## src/sdfe_cfg.svh

```systemverilog
// offsets, field positions, reset values and masks of the force event / dma status bank
`ifndef SDFE_CFG_SVH
`define SDFE_CFG_SVH

// ----------------------------------------
// register word offsets (byte addresses)
// ----------------------------------------
`define SDFE_OFS_MAXCAP     8'h00
`define SDFE_OFS_FORCE      8'h04
`define SDFE_OFS_DMA_STAT   8'h08
`define SDFE_OFS_DMA_ADDR   8'h0C

// ----------------------------------------
// max current field
// ----------------------------------------
`define SDFE_MAXCUR_W       8
`define SDFE_MAXCUR_4MA     8'h01
`define SDFE_MAXCUR_8MA     8'h02
`define SDFE_MAXCUR_12MA    8'h03
`define SDFE_MAXCUR_16MA    8'h04

// ----------------------------------------
// force event bit positions
// ----------------------------------------
`define SDFE_B_DMA_ERR      25
`define SDFE_B_AUTOSTOP     24
`define SDFE_B_CUR_LIMIT    23
`define SDFE_B_DAT_ENDBIT   22
`define SDFE_B_DAT_CRC      21
`define SDFE_B_DAT_TIMEOUT  20
`define SDFE_B_CMD_INDEX    19
`define SDFE_B_CMD_ENDBIT   18
`define SDFE_B_CMD_CRC      17
`define SDFE_B_CMD_TIMEOUT  16
`define SDFE_B_AS_NOTISSUED 7
`define SDFE_B_AS_INDEX     4
`define SDFE_B_AS_ENDBIT    3
`define SDFE_B_AS_CRC       2
`define SDFE_B_AS_TIMEOUT   1
`define SDFE_B_AS_NOTEXEC   0
`define SDFE_FORCE_MASK     32'h03FF009F

// ----------------------------------------
// dma error status fields and reset values
// ----------------------------------------
`define SDFE_B_LEN_MISMATCH 2
`define SDFE_STATE_STOP     2'h0
`define SDFE_STATE_FETCH    2'h1
`define SDFE_STATE_XFER     2'h3
`define SDFE_RST_WORD       32'h00000000

`endif

```

## src/sdfe_pkg.sv

```systemverilog
// types shared by the force event / dma status bank
`default_nettype none
package sdfe_pkg;
	typedef logic [31:0] sdfe_word_t;
	typedef logic [1:0]  sdfe_dma_state_t;
endpackage
`default_nettype wire

```

## src/sdfe_force_pulse.sv

```systemverilog
// one-cycle force pulse generator for the write-only force register
`timescale 1ns/100ps
`default_nettype none
`include "sdfe_cfg.svh"
module sdfe_force_pulse
	import sdfe_pkg::*;
(
	input  wire logic       clk,
	input  wire logic       rst_n,
	input  wire logic       wr_stb,
	input  wire sdfe_word_t wr_data,
	output logic            [31:0] pulse
);
	logic [31:0] next_pulse;

	always_comb
	begin
		// unimplemented positions are masked; zero bits change nothing
		next_pulse = wr_stb ? (wr_data & `SDFE_FORCE_MASK) : 32'h00000000;
	end

	always_ff @(posedge clk or negedge rst_n)
	begin
		if (!rst_n)
			pulse <= 32'h00000000;
		else
			pulse <= next_pulse;
	end
endmodule // sdfe_force_pulse
`default_nettype wire

```

## src/sdfe_bank.sv

```systemverilog
// force event, max current, dma error status and dma descriptor pointer registers
//
// Overview of operation
// - read-only 8-bit max current code, 1..4 valid
// - force bit 25 sets dma error flag
// - force bit 24 sets autostop summary error
// - force bit 23 sets current limit error
// - bits 22..20 force data endbit/crc/timeout
// - bits 19..16 force command index/endbit/crc/timeout
// - bits 7,4..0 force autostop detail flags
// - unimplemented force bits read zero, ignore writes
// - hardware-managed length mismatch flag at bit 2
// - two-bit dma state captured on dma error
// - 32-bit descriptor pointer, software and engine writable
`timescale 1ns/100ps
`default_nettype none
`include "sdfe_cfg.svh"
module sdfe_bank
	import sdfe_pkg::*;
#(
	parameter logic [7:0] MAX_CURRENT = `SDFE_MAXCUR_4MA
)
(
	input  wire logic            clk,
	input  wire logic            rst_n,
	// register port
	input  wire logic            reg_wr,
	input  wire logic            reg_rd,
	input  wire logic [7:0]      reg_addr,
	input  wire sdfe_word_t      reg_wdata,
	output sdfe_word_t           reg_rdata,
	// dma engine side
	input  wire logic            dma_err_event,
	input  wire sdfe_dma_state_t dma_err_state,
	input  wire logic            dma_len_mismatch_set,
	input  wire logic            dma_len_mismatch_clr,
	input  wire logic            dma_ptr_update,
	input  wire sdfe_word_t      dma_ptr_value,
	output sdfe_word_t           dma_descriptor_pointer,
	// force strobes towards interrupt status logic
	output logic                 force_dma_error,
	output logic                 force_autostop_error,
	output logic                 force_current_limit_error,
	output logic                 force_data_endbit_error,
	output logic                 force_data_crc_error,
	output logic                 force_data_timeout_error,
	output logic                 force_cmd_index_error,
	output logic                 force_cmd_endbit_error,
	output logic                 force_cmd_crc_error,
	output logic                 force_cmd_timeout_error,
	output logic                 force_cmd_not_issued_error,
	output logic                 force_autostop_index_error,
	output logic                 force_autostop_endbit_error,
	output logic                 force_autostop_crc_error,
	output logic                 force_autostop_timeout_error,
	output logic                 force_autostop_not_executed
);
	// ----------------------------------------
	// registers
	// ----------------------------------------
	logic [31:0]     pulse;
	logic            dma_length_mismatch;
	sdfe_dma_state_t dma_error_state;

	// ----------------------------------------
	// next values and decoded words
	// ----------------------------------------
	logic            next_dma_length_mismatch;
	sdfe_dma_state_t next_dma_error_state;
	sdfe_word_t      next_dma_descriptor_pointer;
	sdfe_word_t      next_reg_rdata;
	sdfe_word_t      maxcap_word;
	sdfe_word_t      dma_stat_word;
	logic            force_wr;
	logic            ptr_wr;

	// ----------------------------------------
	// address decode
	// ----------------------------------------
	// exact match only: an alias would let a stray write fire force strobes
	function automatic logic hit(input logic [7:0] a, input logic [7:0] ofs);
		hit = (a == ofs);
	endfunction

	assign force_wr = reg_wr && hit(reg_addr, `SDFE_OFS_FORCE);
	assign ptr_wr   = reg_wr && hit(reg_addr, `SDFE_OFS_DMA_ADDR);

	// ----------------------------------------
	// force pulses
	// ----------------------------------------
	sdfe_force_pulse u_pulse
	(
		.clk     (clk),
		.rst_n   (rst_n),
		.wr_stb  (force_wr),
		.wr_data (reg_wdata),
		.pulse   (pulse)
	);

	// ----------------------------------------
	// interrupt status strobes
	// ----------------------------------------
	// each strobe lasts one cycle; the status logic is expected to latch it

	assign force_dma_error              = pulse[`SDFE_B_DMA_ERR];
	assign force_autostop_error         = pulse[`SDFE_B_AUTOSTOP];
	assign force_current_limit_error    = pulse[`SDFE_B_CUR_LIMIT];
	assign force_data_endbit_error      = pulse[`SDFE_B_DAT_ENDBIT];
	assign force_data_crc_error         = pulse[`SDFE_B_DAT_CRC];
	assign force_data_timeout_error     = pulse[`SDFE_B_DAT_TIMEOUT];
	assign force_cmd_index_error        = pulse[`SDFE_B_CMD_INDEX];
	assign force_cmd_endbit_error       = pulse[`SDFE_B_CMD_ENDBIT];
	assign force_cmd_crc_error          = pulse[`SDFE_B_CMD_CRC];
	assign force_cmd_timeout_error      = pulse[`SDFE_B_CMD_TIMEOUT];

	// ----------------------------------------
	// autostop detail strobes
	// ----------------------------------------
	assign force_cmd_not_issued_error   = pulse[`SDFE_B_AS_NOTISSUED];
	assign force_autostop_index_error   = pulse[`SDFE_B_AS_INDEX];
	assign force_autostop_endbit_error  = pulse[`SDFE_B_AS_ENDBIT];
	assign force_autostop_crc_error     = pulse[`SDFE_B_AS_CRC];
	assign force_autostop_timeout_error = pulse[`SDFE_B_AS_TIMEOUT];
	assign force_autostop_not_executed  = pulse[`SDFE_B_AS_NOTEXEC];

	// ----------------------------------------
	// length mismatch flag
	// ----------------------------------------
	always_comb
	begin
		next_dma_length_mismatch = dma_length_mismatch;
		// set wins over the hardware clear so a late mismatch is not lost
		if (dma_len_mismatch_clr)
			next_dma_length_mismatch = 1'b0;
		if (dma_len_mismatch_set)
			next_dma_length_mismatch = 1'b1;
	end

	always_ff @(posedge clk or negedge rst_n)
	begin
		if (!rst_n)
			dma_length_mismatch <= 1'b0;
		else
			dma_length_mismatch <= next_dma_length_mismatch;
	end

	// ----------------------------------------
	// dma error state
	// ----------------------------------------
	always_comb
	begin
		next_dma_error_state = dma_error_state;
		// the reserved code is stored as given; filtering it would hide an engine fault
		if (dma_err_event)
			next_dma_error_state = dma_err_state;
	end

	always_ff @(posedge clk or negedge rst_n)
	begin
		if (!rst_n)
			dma_error_state <= `SDFE_STATE_STOP;
		else
			dma_error_state <= next_dma_error_state;
	end

	// ----------------------------------------
	// descriptor pointer
	// ----------------------------------------
	always_comb
	begin
		next_dma_descriptor_pointer = dma_descriptor_pointer;
		if (ptr_wr)
			next_dma_descriptor_pointer = reg_wdata;
		// engine advance beats software load: it reflects the live descriptor
		if (dma_ptr_update)
			next_dma_descriptor_pointer = dma_ptr_value;
	end

	always_ff @(posedge clk or negedge rst_n)
	begin
		if (!rst_n)
			dma_descriptor_pointer <= `SDFE_RST_WORD;
		else
			dma_descriptor_pointer <= next_dma_descriptor_pointer;
	end

	// ----------------------------------------
	// register words
	// ----------------------------------------
	// unimplemented upper bits are tied low once here, so no read path can leak them
	assign maxcap_word   = {24'h000000, MAX_CURRENT};
	assign dma_stat_word = {29'h00000000, dma_length_mismatch, dma_error_state};

	// ----------------------------------------
	// read mux
	// ----------------------------------------
	always_comb
	begin
		next_reg_rdata = `SDFE_RST_WORD;
		// data returns to zero between reads so a stale word never lingers on the bus
		if (reg_rd)
		begin
			unique case (reg_addr)
				`SDFE_OFS_MAXCAP:   next_reg_rdata = maxcap_word;
				`SDFE_OFS_FORCE:    next_reg_rdata = `SDFE_RST_WORD;
				`SDFE_OFS_DMA_STAT: next_reg_rdata = dma_stat_word;
				`SDFE_OFS_DMA_ADDR: next_reg_rdata = dma_descriptor_pointer;
				default:            next_reg_rdata = `SDFE_RST_WORD;
			endcase
		end
	end

	// registered read data: valid in the cycle after the read strobe
	always_ff @(posedge clk or negedge rst_n)
	begin
		if (!rst_n)
			reg_rdata <= `SDFE_RST_WORD;
		else
			reg_rdata <= next_reg_rdata;
	end
endmodule // sdfe_bank
`default_nettype wire

```

## config.mk

```make
export PLATFORM = sky130hd
export DESIGN_NAME = sdfe_bank
export DESIGN_NICKNAME = d
export VERILOG_FILES = /design/src/sdfe_pkg.sv /design/src/sdfe_force_pulse.sv /design/src/sdfe_bank.sv
export VERILOG_INCLUDE_DIRS = /design/src
export SDC_FILE = /design/constraint.sdc
export NUM_CORES = 1
export LEC_CHECK = 0
export BUFFER_PORTS_ARGS = -buffer_cell sky130_fd_sc_hd__buf_2
export CORE_MARGIN = 5
export CORE_UTILIZATION = 49
export DETAILED_ROUTE_END_ITERATION = 6
export GPL_ROUTABILITY_DRIVEN = 0
export PLACE_DENSITY_LB_ADDON = 0.05
export SETUP_SLACK_MARGIN = 0.02
export SYNTH_ARGS = -nofsm -noshare
export SYNTH_HDL_FRONTEND = slang
export SYNTH_SLANG_ARGS = --single-unit
```

## constraint.sdc

```tcl
create_clock -name clk -period 2.1 [get_ports clk]
set_input_delay 0.21 -clock clk [delete_from_list [all_inputs] [get_ports clk]]
set_output_delay 0.21 -clock clk [all_outputs]
set_load 0.02 [all_outputs]
```

# == Word-level counts from Yosys, hierarchy flattened ==
# Cells that the tools add are included.
# classes
n_addsub,0
mul,0
n_div,0
n_lt_le_gt_ge,0
eq_ne,3
shifts,0
mux,7
bitwise_logic,0
reduce_logical,5
# ops
op,n
two-way mux 32 bit,3
one-hot mux 32 bit (3 select lines),1
two-way mux 26 bit,1
"== test 8 x 4 -> 1 bit, second input constant",2
"== test 8 x 3 -> 1 bit, second input constant",1
zero test 8 bit,1
nonzero test 2 bit,2
logical AND 1 bit,2
two-way mux 1 bit,2
# word_totals
register_bits,93
latch_bits,0
ramBits,0
mem_bits_ro,0
word_cells,20
mem_count,0

# == Depth between registers and ports, before layout ==
# Gate-level depths: netlist of the first run.
# depth
word_depth,4
ltp_mapped,5
depth_no_buf,3

# == Hierarchy ==
# A second synthesis of the first run with hierarchy kept.
# hier_totals
hier_cells,245
hier_area_um2,3318.2
# modules_own_cells
module,n_inst,cells_per_inst,area_each_um2,seq_area_each_um2
sdfe_bank,1,195,2667.6,1676.6
sdfe_force_pulse,1,50,650.6,400.4

# == Worst setup path before layout of the first run ==
# OpenSTA, ideal clock, no wires.
# synth_timing
path_kind,input to register
from,input reg_addr[5]
to,register dma_descriptor_pointer[14]
setup_ns,0.123
arrival_ns,1.727
required_time_ns,1.977
path_slack_ns,0.250
path_stages,5
n_path_buf,2
cell_sequence,or4_4 > or4_4 > buf_6 > buf_8 > o221a_1
# synth_via
elab_chain_cells,3
# synth_rtl
element,line,rtl
start: declaration,sdfe_bank.sv:29,"input wire logic [7:0] reg_addr,"
== test 8 x 4 -> 1 bit,sdfe_bank.sv:82,hit = (a == ofs);
logical AND 1 bit,sdfe_bank.sv:86,"assign ptr_wr = reg_wr && hit(reg_addr, `SDFE_OFS_DMA_ADDR);"
nonzero test 2 bit (no line),-,
end signal: assignment,sdfe_bank.sv:182,dma_descriptor_pointer <= `SDFE_RST_WORD;
end signal: assignment,sdfe_bank.sv:184,dma_descriptor_pointer <= next_dma_descriptor_pointer;
end: declaration,sdfe_bank.sv:39,"output sdfe_word_t dma_descriptor_pointer,"
# No other way between the ends.
# A chain may end at the register's enable or synchronous reset.

# == Worst setup path in the final report of the first run ==
# layout_timing
from,input reg_addr[5]
to,register dma_descriptor_pointer[5]
# Same word-level chain as after synthesis.

==> impl_metrics.csv, run 1 <==
group,metric,value,unit
clocking,htreeDepth,3,
clocking,cts_max_path_buffers,2,
sta,fin_setup_tns,0,ns
worst_setup_path,worstSetupEndpointType,"flop",
grt,grt_max_degree,48,
sta,tightest_slew,0.490,ns
route,wire_per_inst,16.6,um
worst_hold_path,min-delay-path-class,"in -> reg",
clocking,clkTransAtPathRegs,0.07,ns
worst_setup_path,crit_arrival,1.84,ns
synthesis,ys_ff_latch,83,
route,met1_length,3130,um
synthesis,synth_fp_nets,313,
die,start_util,0.502,
grt,grt_pass1_vias,2523,
cells_and_area,design_area,4280,sq um
cells_and_area,nets,481,
die,io_pins,162,
clocking,cts_resized,0,
route,drtIter0Drc,47,
worst_setup_path,critPathKind,"in -> reg",
synthesis,synth_area_leaders,"dfrtp_1 65%, and2_1 12%, a221o_1 4.1%",
status,outcome,"finished, final reports clean",
clocking,clock_latency,0.33,ns
cells_and_area,area_delta_synth_final,34.3,%
route,met2_length,3950,um
synthesis,synth_edf_count,0,
synthesis,netlist_instances,231,
grt,grt_overflow,0,
power_and_ir_drop,power.density,730,nW/um^2
worst_setup_path,required,2.31,ns
worst_setup_path,crit_path_start_kind,"primary input",
synthesis,synth_area_leader_cell,"dfrtp_1",
placement,hpwl,5960,um
sta,hold_viol_final,0,
synthesis,syn_area,3190,sq um
die,core,6350,sq um
clocking,postCtsSetupRepairBufs,0,
route,viasPerCell,5.09,
sta,clock_skew,0.00655,ns
die,row_count,29,
placement,port_buffers,161,
cells_and_area,antenna_cells,0,
sta,rsz0062_at_grt,"false",
route,vias,2433,
clocking,cts_sinks,83,
route,dr_wl_met3,722,um
power_and_ir_drop,p_leak,2.32,nW
route,drc,0,
clocking,hold_buffers,1,
clocking,cts_tree,"yes",
grt,grt_usage,0.193,
sta,fmax,616,MHz
clocking,cts-root-buf,"clkbuf_8",
sta,relSlewSlack,0.673,
cells_and_area,drive_gt1_frac,0.494,
synthesis,ys_warn_count,0,
clocking,numCtsBuffers,9,
die,die_x,90.6,um
grt,grt_antenna_before_repair,0,
route,highest_layer,"met4",
placement,postPlaceCellArea,4100,sq um
sta,fin_crit_sh,0.774,
synthesis,synth_top_area_share,0.652,
die,dieArea,8210,sq um
die,die_h,90.6,um
sta,min_period,1.62,ns
synthesis,yosysSeqAreaShare,0.652,
synthesis,synthArstFlopShare,1.00,
power_and_ir_drop,irDropWorstVdd,0.521,mV
grt,grt_pass1_wl,12600,um
run,cap_violations,0,
synthesis,synth_top_flop_cell,"dfrtp_1",
sta,setup_viol,0,
synthesis,synth_area_per_cell,13.8,sq um
sta,finalMaxSlewViolations,0,
route,ant_nets,0,
worst_setup_path,crit_fanout,19,
cells_and_area,fillerInstances,491,
synthesis,ys_types,26,
route,wl,7940,um
route,first_pass_iters,4,
-- synth_stat cells (all sizes together), types with 3 or more instances --
cell type and instances:
buf 5, or2b 10, and2 59, nand2b 10, nor4 3, dfrtp 83
a221o 13, nor2 3, clkbuf 9, o221a 19
-- report_power, final --
| part | internal (mW) | switching (mW) |
|---|---|---|
| logic | 0.179 | 0.207 |
| clock network | 0.529 | 0.506 |
| registers | 1.66 | 0.0454 |
| total | 2.37 | 0.759 |
-- flip-flops by register name, indices dropped and copies added, names as in the netlist --
name,flops
dma_length_mismatch,1
dma_error_state,2
u_pulse.pulse,16
dma_descriptor_pointer,32
reg_rdata,32
-- critical path: stages --
cell	delay, ns
buf_2	0.11
or4_4	0.55
or4_4	0.67
o221a_2	0.30
-- kinds of logic (layout without fill, tap and decap cells) --
family	count (synthesis)	in the layout	synth area share
multiplexers	4	4	0.0134
AO/OA/AOI/OAI	36	36	0.119
buffers and inverters	16	186	0.0287
flip-flops	83	83	0.652
AND/OR/NAND/NOR	92	92	0.187
-- worst paths after layout --
path	startpoint	endpoint	cells past startpoint	slack, ns
min reg2reg	dma_length_mismatch	dma_length_mismatch	1	0.49
max reg2reg	dma_error_state[0]	reg_rdata[0]	3	1.12
max	reg_addr[5]	dma_descriptor_pointer[5]	4	0.48
max in group asynchronous	rst_n	reg_rdata[16]	3	1.11
min	dma_len_mismatch_set	dma_length_mismatch	2	0.05
min in group asynchronous	rst_n	reg_rdata[9]	2	0.39
-- area by class of cell --
type | instances | area (sq um) | area share
Sequential cell | 83 | 2080 | 0.485
Multi-Input combinational cell | 132 | 1030 | 0.241
Timing Repair Buffer | 171 | 898 | 0.210
Clock buffer | 10 | 128 | 0.0298
Tap cell | 77 | 96.3 | 0.0225
Clock inverter | 3 | 42.5 | 0.00994
Inverter | 2 | 7.51 | 0.00175
-- cell usage in the layout, fill, tap and decap left out, types with 3 or more instances in the layout --
master / n
buf_2: 160
dfrtp_1: 83
and2_1: 59
a221o_1: 13
nand2b_1: 10
or2b_1: 10
o221a_1: 10
o221a_2: 9
clkbuf_8: 9
buf_4: 9
nor2_1: 3
-- routing by layer --
| layer | vias up | global-route usage |
|---|---|---|
| li1 | 1152 | - |
| met1 | 1165 | 0.228 |
| met2 | 105 | 0.321 |
| met3 | 11 | 0.0658 |
| met4 | 0 | 0.0794 |
| met5 | - | 0 |
-- metrics by stage --
step / instances / power [mW] / hold WS (ns) / util / worst slack (ns)
finish: 478 / 3.13 / 0.0526 / 0.674 / 0.476
global route: 478 / 3.26 / 0.0483 / 0.674 / 0.469
CTS: 478 / 3.16 / 0.0379 / 0.674 / 0.485
detailed placement: 464 / 2.13 / 0.211 / 0.646 / 0.135
global placement: 464 / 2.12 / 0.204 / 0.646 / 0.165
floorplan: 231 / 1.92 / -0.0856 / - / 0.250
Power figures use the tool's default switching activity.
==> run 2, diff against run 1 <==
- CORE_UTILIZATION: 49 -> 41
- clock period: 2.1 -> 1.4 ns (I/O delays scaled with it)
==> impl_metrics.csv, run 2 (same netlist as run 1, synthesis figures left out) <==
group,metric,value,unit
status,outcome,"complete, but fails checks",
status,violations,"negative setup slack",
cells_and_area,layout_common_cells,"160 x buf_2, 83 x dfrtp_1, 59 x and2_1",
grt,grt_antenna_before_repair,0,
cells_and_area,largestRegisters,"dma_descriptor_pointer (32), reg_rdata (32), u_pulse.pulse (16)",
sta,setup_ws,-0.0114,ns
clocking,htreeDepth,3,
route,vias,2477,
die,row_count,32,
cells_and_area,nets,494,
sta,relSlewSlack,0.721,
die,io_pins,162,
clocking,clock_latency,0.34,ns
cells_and_area,drive_gt1_frac,0.512,
cells_and_area,design_area,4490,sq um
worst_setup_path,critPathKind,"in -> reg",
placement,dp_slack,-0.367,ns
worst_setup_path,crit_path_start_kind,"primary input",
run,cap_violations,0,
clocking,numCtsBuffers,9,
sta,clock_skew,0.00562,ns
worst_setup_path,critPathSlowestCell,"or4_4",
grt,grt_overflow,0,
die,die_h,98.1,um
sta,rsz0062_at_grt,"true",
cells_and_area,antenna_cells,0,
power_and_ir_drop,power.density,1110,nW/um^2
route,viasPerCell,4.78,
worst_setup_path,required,1.63,ns
worst_setup_path,crit_chain,"buf_2 -> or4_4 -> or4_4 -> o221a_2",
worst_setup_path,worstSetupEndpointType,"flop",
worst_setup_path,cpPeakStageDelay,0.57,ns
sta,fmax,709,MHz
sta,tightest_slew,0.419,ns
placement,port_buffers,161,
sta,fin_crit_sh,1.01,
power_and_ir_drop,irDropWorstVdd,0.491,mV
worst_hold_path,min-delay-path-class,"in -> reg",
route,drtIter0Drc,67,
clocking,cts_tree,"yes",
worst_setup_path,r2r-start,"dma_error_state[0]",
worst_hold_path,hold_start,"reg_wdata[3]",
placement,hpwl,6080,um
placement,postPlaceCellArea,4240,sq um
grt,grt_usage,0.179,
cells_and_area,fillerInstances,687,
cells_and_area,area_delta_synth_final,40.9,%
sta,finalMaxSlewViolations,0,
die,start_util,0.417,
route,ant_nets,0,
clocking,postCtsSetupRepairBufs,0,
power_and_ir_drop,power,4.99,mW
die,dieArea,9630,sq um
worst_setup_path,crit_path_start,"reg_addr[5]",
grt,grt_max_degree,84,
sta,setup_viol,5,
worst_setup_path,cpMostUsedCell,"or4_4",
sta,min_period,1.41,ns
clocking,cts_max_path_buffers,2,
grt,grt_pass1_wl,13600,um
grt,grt_pass1_vias,2675,
sta,hold_viol_final,0,
clocking,cts_sinks,83,
power_and_ir_drop,p_leak,2.41,nW
route,wire_per_inst,16.5,um
route,drc,0,
die,die_x,98.1,um
clocking,clkTransAtPathRegs,0.08,ns
worst_setup_path,crit_arrival,1.64,ns
cells_and_area,layout_commonest_cell,"buf_2",
worst_setup_path,crit_fanout,5,
die,core,7650,sq um
clocking,cts-root-buf,"clkbuf_8",
route,wl,8550,um
route,first_pass_iters,4,
sta,fin_hold_ws,0.0165,ns
[run 2: worst max-delay path, delay by kind of cell]
| family | cells | cell delay, ns |
|---|---|---|
| AND/OR/NAND/NOR | 2 | 1.12 |
| AO/OA/AOI/OAI | 1 | 0.27 |
| buffers and inverters | 1 | 0.10 |
[run 2: per-layer routing]
layer | GRT usage | up-vias | wire length (um)
li1 | - | 1182 | -
met1 | 0.221 | 1184 | 3460
met2 | 0.288 | 103 | 4120
met3 | 0.0736 | 8 | 888
met4 | 0.0536 | 0 | 76
met5 | 0 | - | 0
[run 2: worst paths after layout]
check,depth (start not counted),slack (ns),to
max,4,-0.01,dma_descriptor_pointer[12]
min,2,0.02,u_pulse.pulse[3]
min reg2reg,1,0.49,dma_length_mismatch
max in group asynchronous,3,0.71,dma_descriptor_pointer[3]
max reg2reg,3,0.41,reg_rdata[0]
min in group asynchronous,3,0.37,dma_descriptor_pointer[8]
[run 2: final cells by class]
class,instances,area (sq um),area share
Sequential cell,83,2080,0.463
Tap cell,102,128,0.0284
Multi-Input combinational cell,134,1060,0.236
Inverter,2,7.51,0.00167
Timing Repair Buffer,182,1010,0.225
Clock buffer,10,128,0.0284
Clock inverter,5,78.8,0.0176
[run 2: where the power goes]
part | total, mW | internal (mW) | switching (mW)
clock network | 1.81 | 0.993 | 0.820
logic | 0.615 | 0.293 | 0.322
registers | 2.56 | 2.49 | 0.0695
[run 2: stage by stage]
step / cells / util / TNS [ns]
finish: 518 / 0.587 / -0.0328
global route: 518 / 0.587 / -0.0544
CTS: 516 / 0.584 / 0
detailed placement: 499 / 0.554 / -16.52
global placement: 499 / 0.554 / -15.62
floorplan: 231 / - / -7.99
[run 2: what timing repair did]
action,CTS,global route
resized for setup,0,2
pin swaps,0,7
setup endpoints to repair,10,15
cloned,0,2
hold endpoints to repair,84,0
hold buffers,2,0
==> run 3, diff against run 2 <==
- SETUP_SLACK_MARGIN: 0.02 -> 0.4
==> impl_metrics.csv, run 3 (same netlist as run 1, synthesis figures left out) <==
group,metric,value,unit
worst_setup_path,r2r_setup_slack,0.40,ns
worst_setup_path,critPathKind,"in -> reg",
clocking,clkTransAtPathRegs,0.09,ns
die,die_h,98.1,um
worst_setup_path,r2r-start,"dma_descriptor_pointer[0]",
die,dieArea,9630,sq um
route,drc,0,
grt,grt_pass1_vias,2946,
sta,tightest_slew,0.317,ns
sta,fin_setup_tns,0,ns
cells_and_area,register_area,2080,sq um
route,ant_nets,0,
cells_and_area,fin_util,0.725,
worst_setup_path,crit_path_start,"reg_addr[5]",
clocking,cts_sinks,83,
worst_setup_path,required,1.64,ns
clocking,numCtsBuffers,9,
sta,hold_viol_final,0,
sta,setup_viol,0,
sta,min_period,1.34,ns
status,outcome,"finished, final reports clean",
cells_and_area,nets,537,
route,vias,2788,
cells_and_area,layout_commonest_cell,"buf_6",
cells_and_area,antenna_cells,0,
grt,grt_antenna_before_repair,0,
cells_and_area,layout_common_cells,"95 x buf_6, 83 x dfrtp_1, 77 x buf_2",
cells_and_area,area_delta_synth_final,74.1,%
route,first_pass_iters,4,
route,viasPerCell,4.96,
power_and_ir_drop,power.density,977,nW/um^2
sta,setup_ws,0.0573,ns
sta,finalMaxSlewViolations,0,
worst_setup_path,rr_worst_depth,3,
cells_and_area,drive_gt1_frac,0.587,
die,die_x,98.1,um
cells_and_area,multi_input_area,1200,sq um
worst_setup_path,crit_end,"dma_descriptor_pointer[28]",
placement,port_buffers,161,
route,wire_per_inst,17.9,um
worst_setup_path,r2r_end,"reg_rdata[0]",
placement,hpwl,6350,um
power_and_ir_drop,p_leak,2.79,nW
worst_setup_path,crit_fanout,5,
sta,rsz0062_at_grt,"true",
worst_setup_path,crit_arrival,1.58,ns
worst_setup_path,crit_path_start_kind,"primary input",
grt,grt_max_degree,40,
run,cap_violations,0,
die,start_util,0.417,
grt,grt_usage,0.205,
route,drtIter0Drc,56,
cells_and_area,largestRegisters,"dma_descriptor_pointer (32), reg_rdata (32), u_pulse.pulse (16)",
sta,fmax,745,MHz
placement,dp_slack,-0.383,ns
die,core,7650,sq um
worst_setup_path,worstSetupEndpointType,"flop",
worst_hold_path,min-delay-path-class,"in -> reg",
sta,clock_skew,0.00992,ns
sta,fin_hold_ws,0.0135,ns
clocking,cts_max_path_buffers,2,
power_and_ir_drop,irDropWorstVdd,0.609,mV
clocking,htreeDepth,3,
clocking,cts_tree,"yes",
route,wl,10000,um
sta,relSlewSlack,0.789,
die,io_pins,162,
clocking,cts-root-buf,"clkbuf_8",
grt,grt_overflow,0,
cells_and_area,fillerInstances,564,
clocking,clock_latency,0.35,ns
grt,grt_pass1_wl,15400,um
die,row_count,32,
sta,fin_crit_sh,0.959,
run 3: cell type report:
class | instances | area share
Clock buffer | 11 | 0.0255
Clock inverter | 5 | 0.0153
Timing Repair Buffer | 225 | 0.343
Inverter | 2 | 0.00135
Multi-Input combinational cell | 134 | 0.217
Tap cell | 102 | 0.0230
Sequential cell | 83 | 0.375
run 3: repair_timing:
action	4_1_cts	5_1_grt
endpoints found under the hold margin	45	0
pin swaps	19	8
gates resized for setup	184	26
endpoints found under the setup margin	155	158
hold buffers	2	0
gates cloned	5	1
setup buffers	31	4
run 3: critical path, cell delays in order:
cell,delay [ns]
buf_6,0.09
or4_4,0.57
or4_4,0.52
o221a_1,0.25
run 3: power by group:
group / internal, mW / switching, mW / total (mW)
clock network: 1.06 / 0.867 / 1.93
registers: 2.49 / 0.0772 / 2.57
logic: 0.521 / 0.398 / 0.920
total: 4.07 / 1.34 / 5.42
run 3: metrics by stage:
step	power, mW	area, sq um	instances
finish	5.42	5550	562
global route	5.65	5550	562
CTS	5.44	5440	557
detailed placement	3.24	4290	503
global placement	3.23	4290	503
floorplan	2.88	3220	231
run 3: worst min path at each step:
stage               cells after the start        startpoint  slack (ns)                        end
detailed placement                      1             rst_n        0.05              reg_rdata[10]
floorplan                               0             rst_n       -0.16  dma_descriptor_pointer[0]
global route                            2  dma_err_state[1]       0.004         dma_error_state[1]
global placement                        1             rst_n        0.05              reg_rdata[10]
CTS                                     2     reg_wdata[20]       0.005          u_pulse.pulse[20]
finish                                  2     reg_wdata[23]        0.01          u_pulse.pulse[23]
run 3: layer usage:
| metal | up-vias | wire (um) | GRT usage |
|---|---|---|---|
| met5 | - | 0 | 0 |
| met4 | 0 | 145 | 0.0599 |
| met3 | 16 | 834 | 0.0643 |
| met2 | 117 | 5210 | 0.350 |
| met1 | 1386 | 3860 | 0.251 |
| li1 | 1269 | - | - |
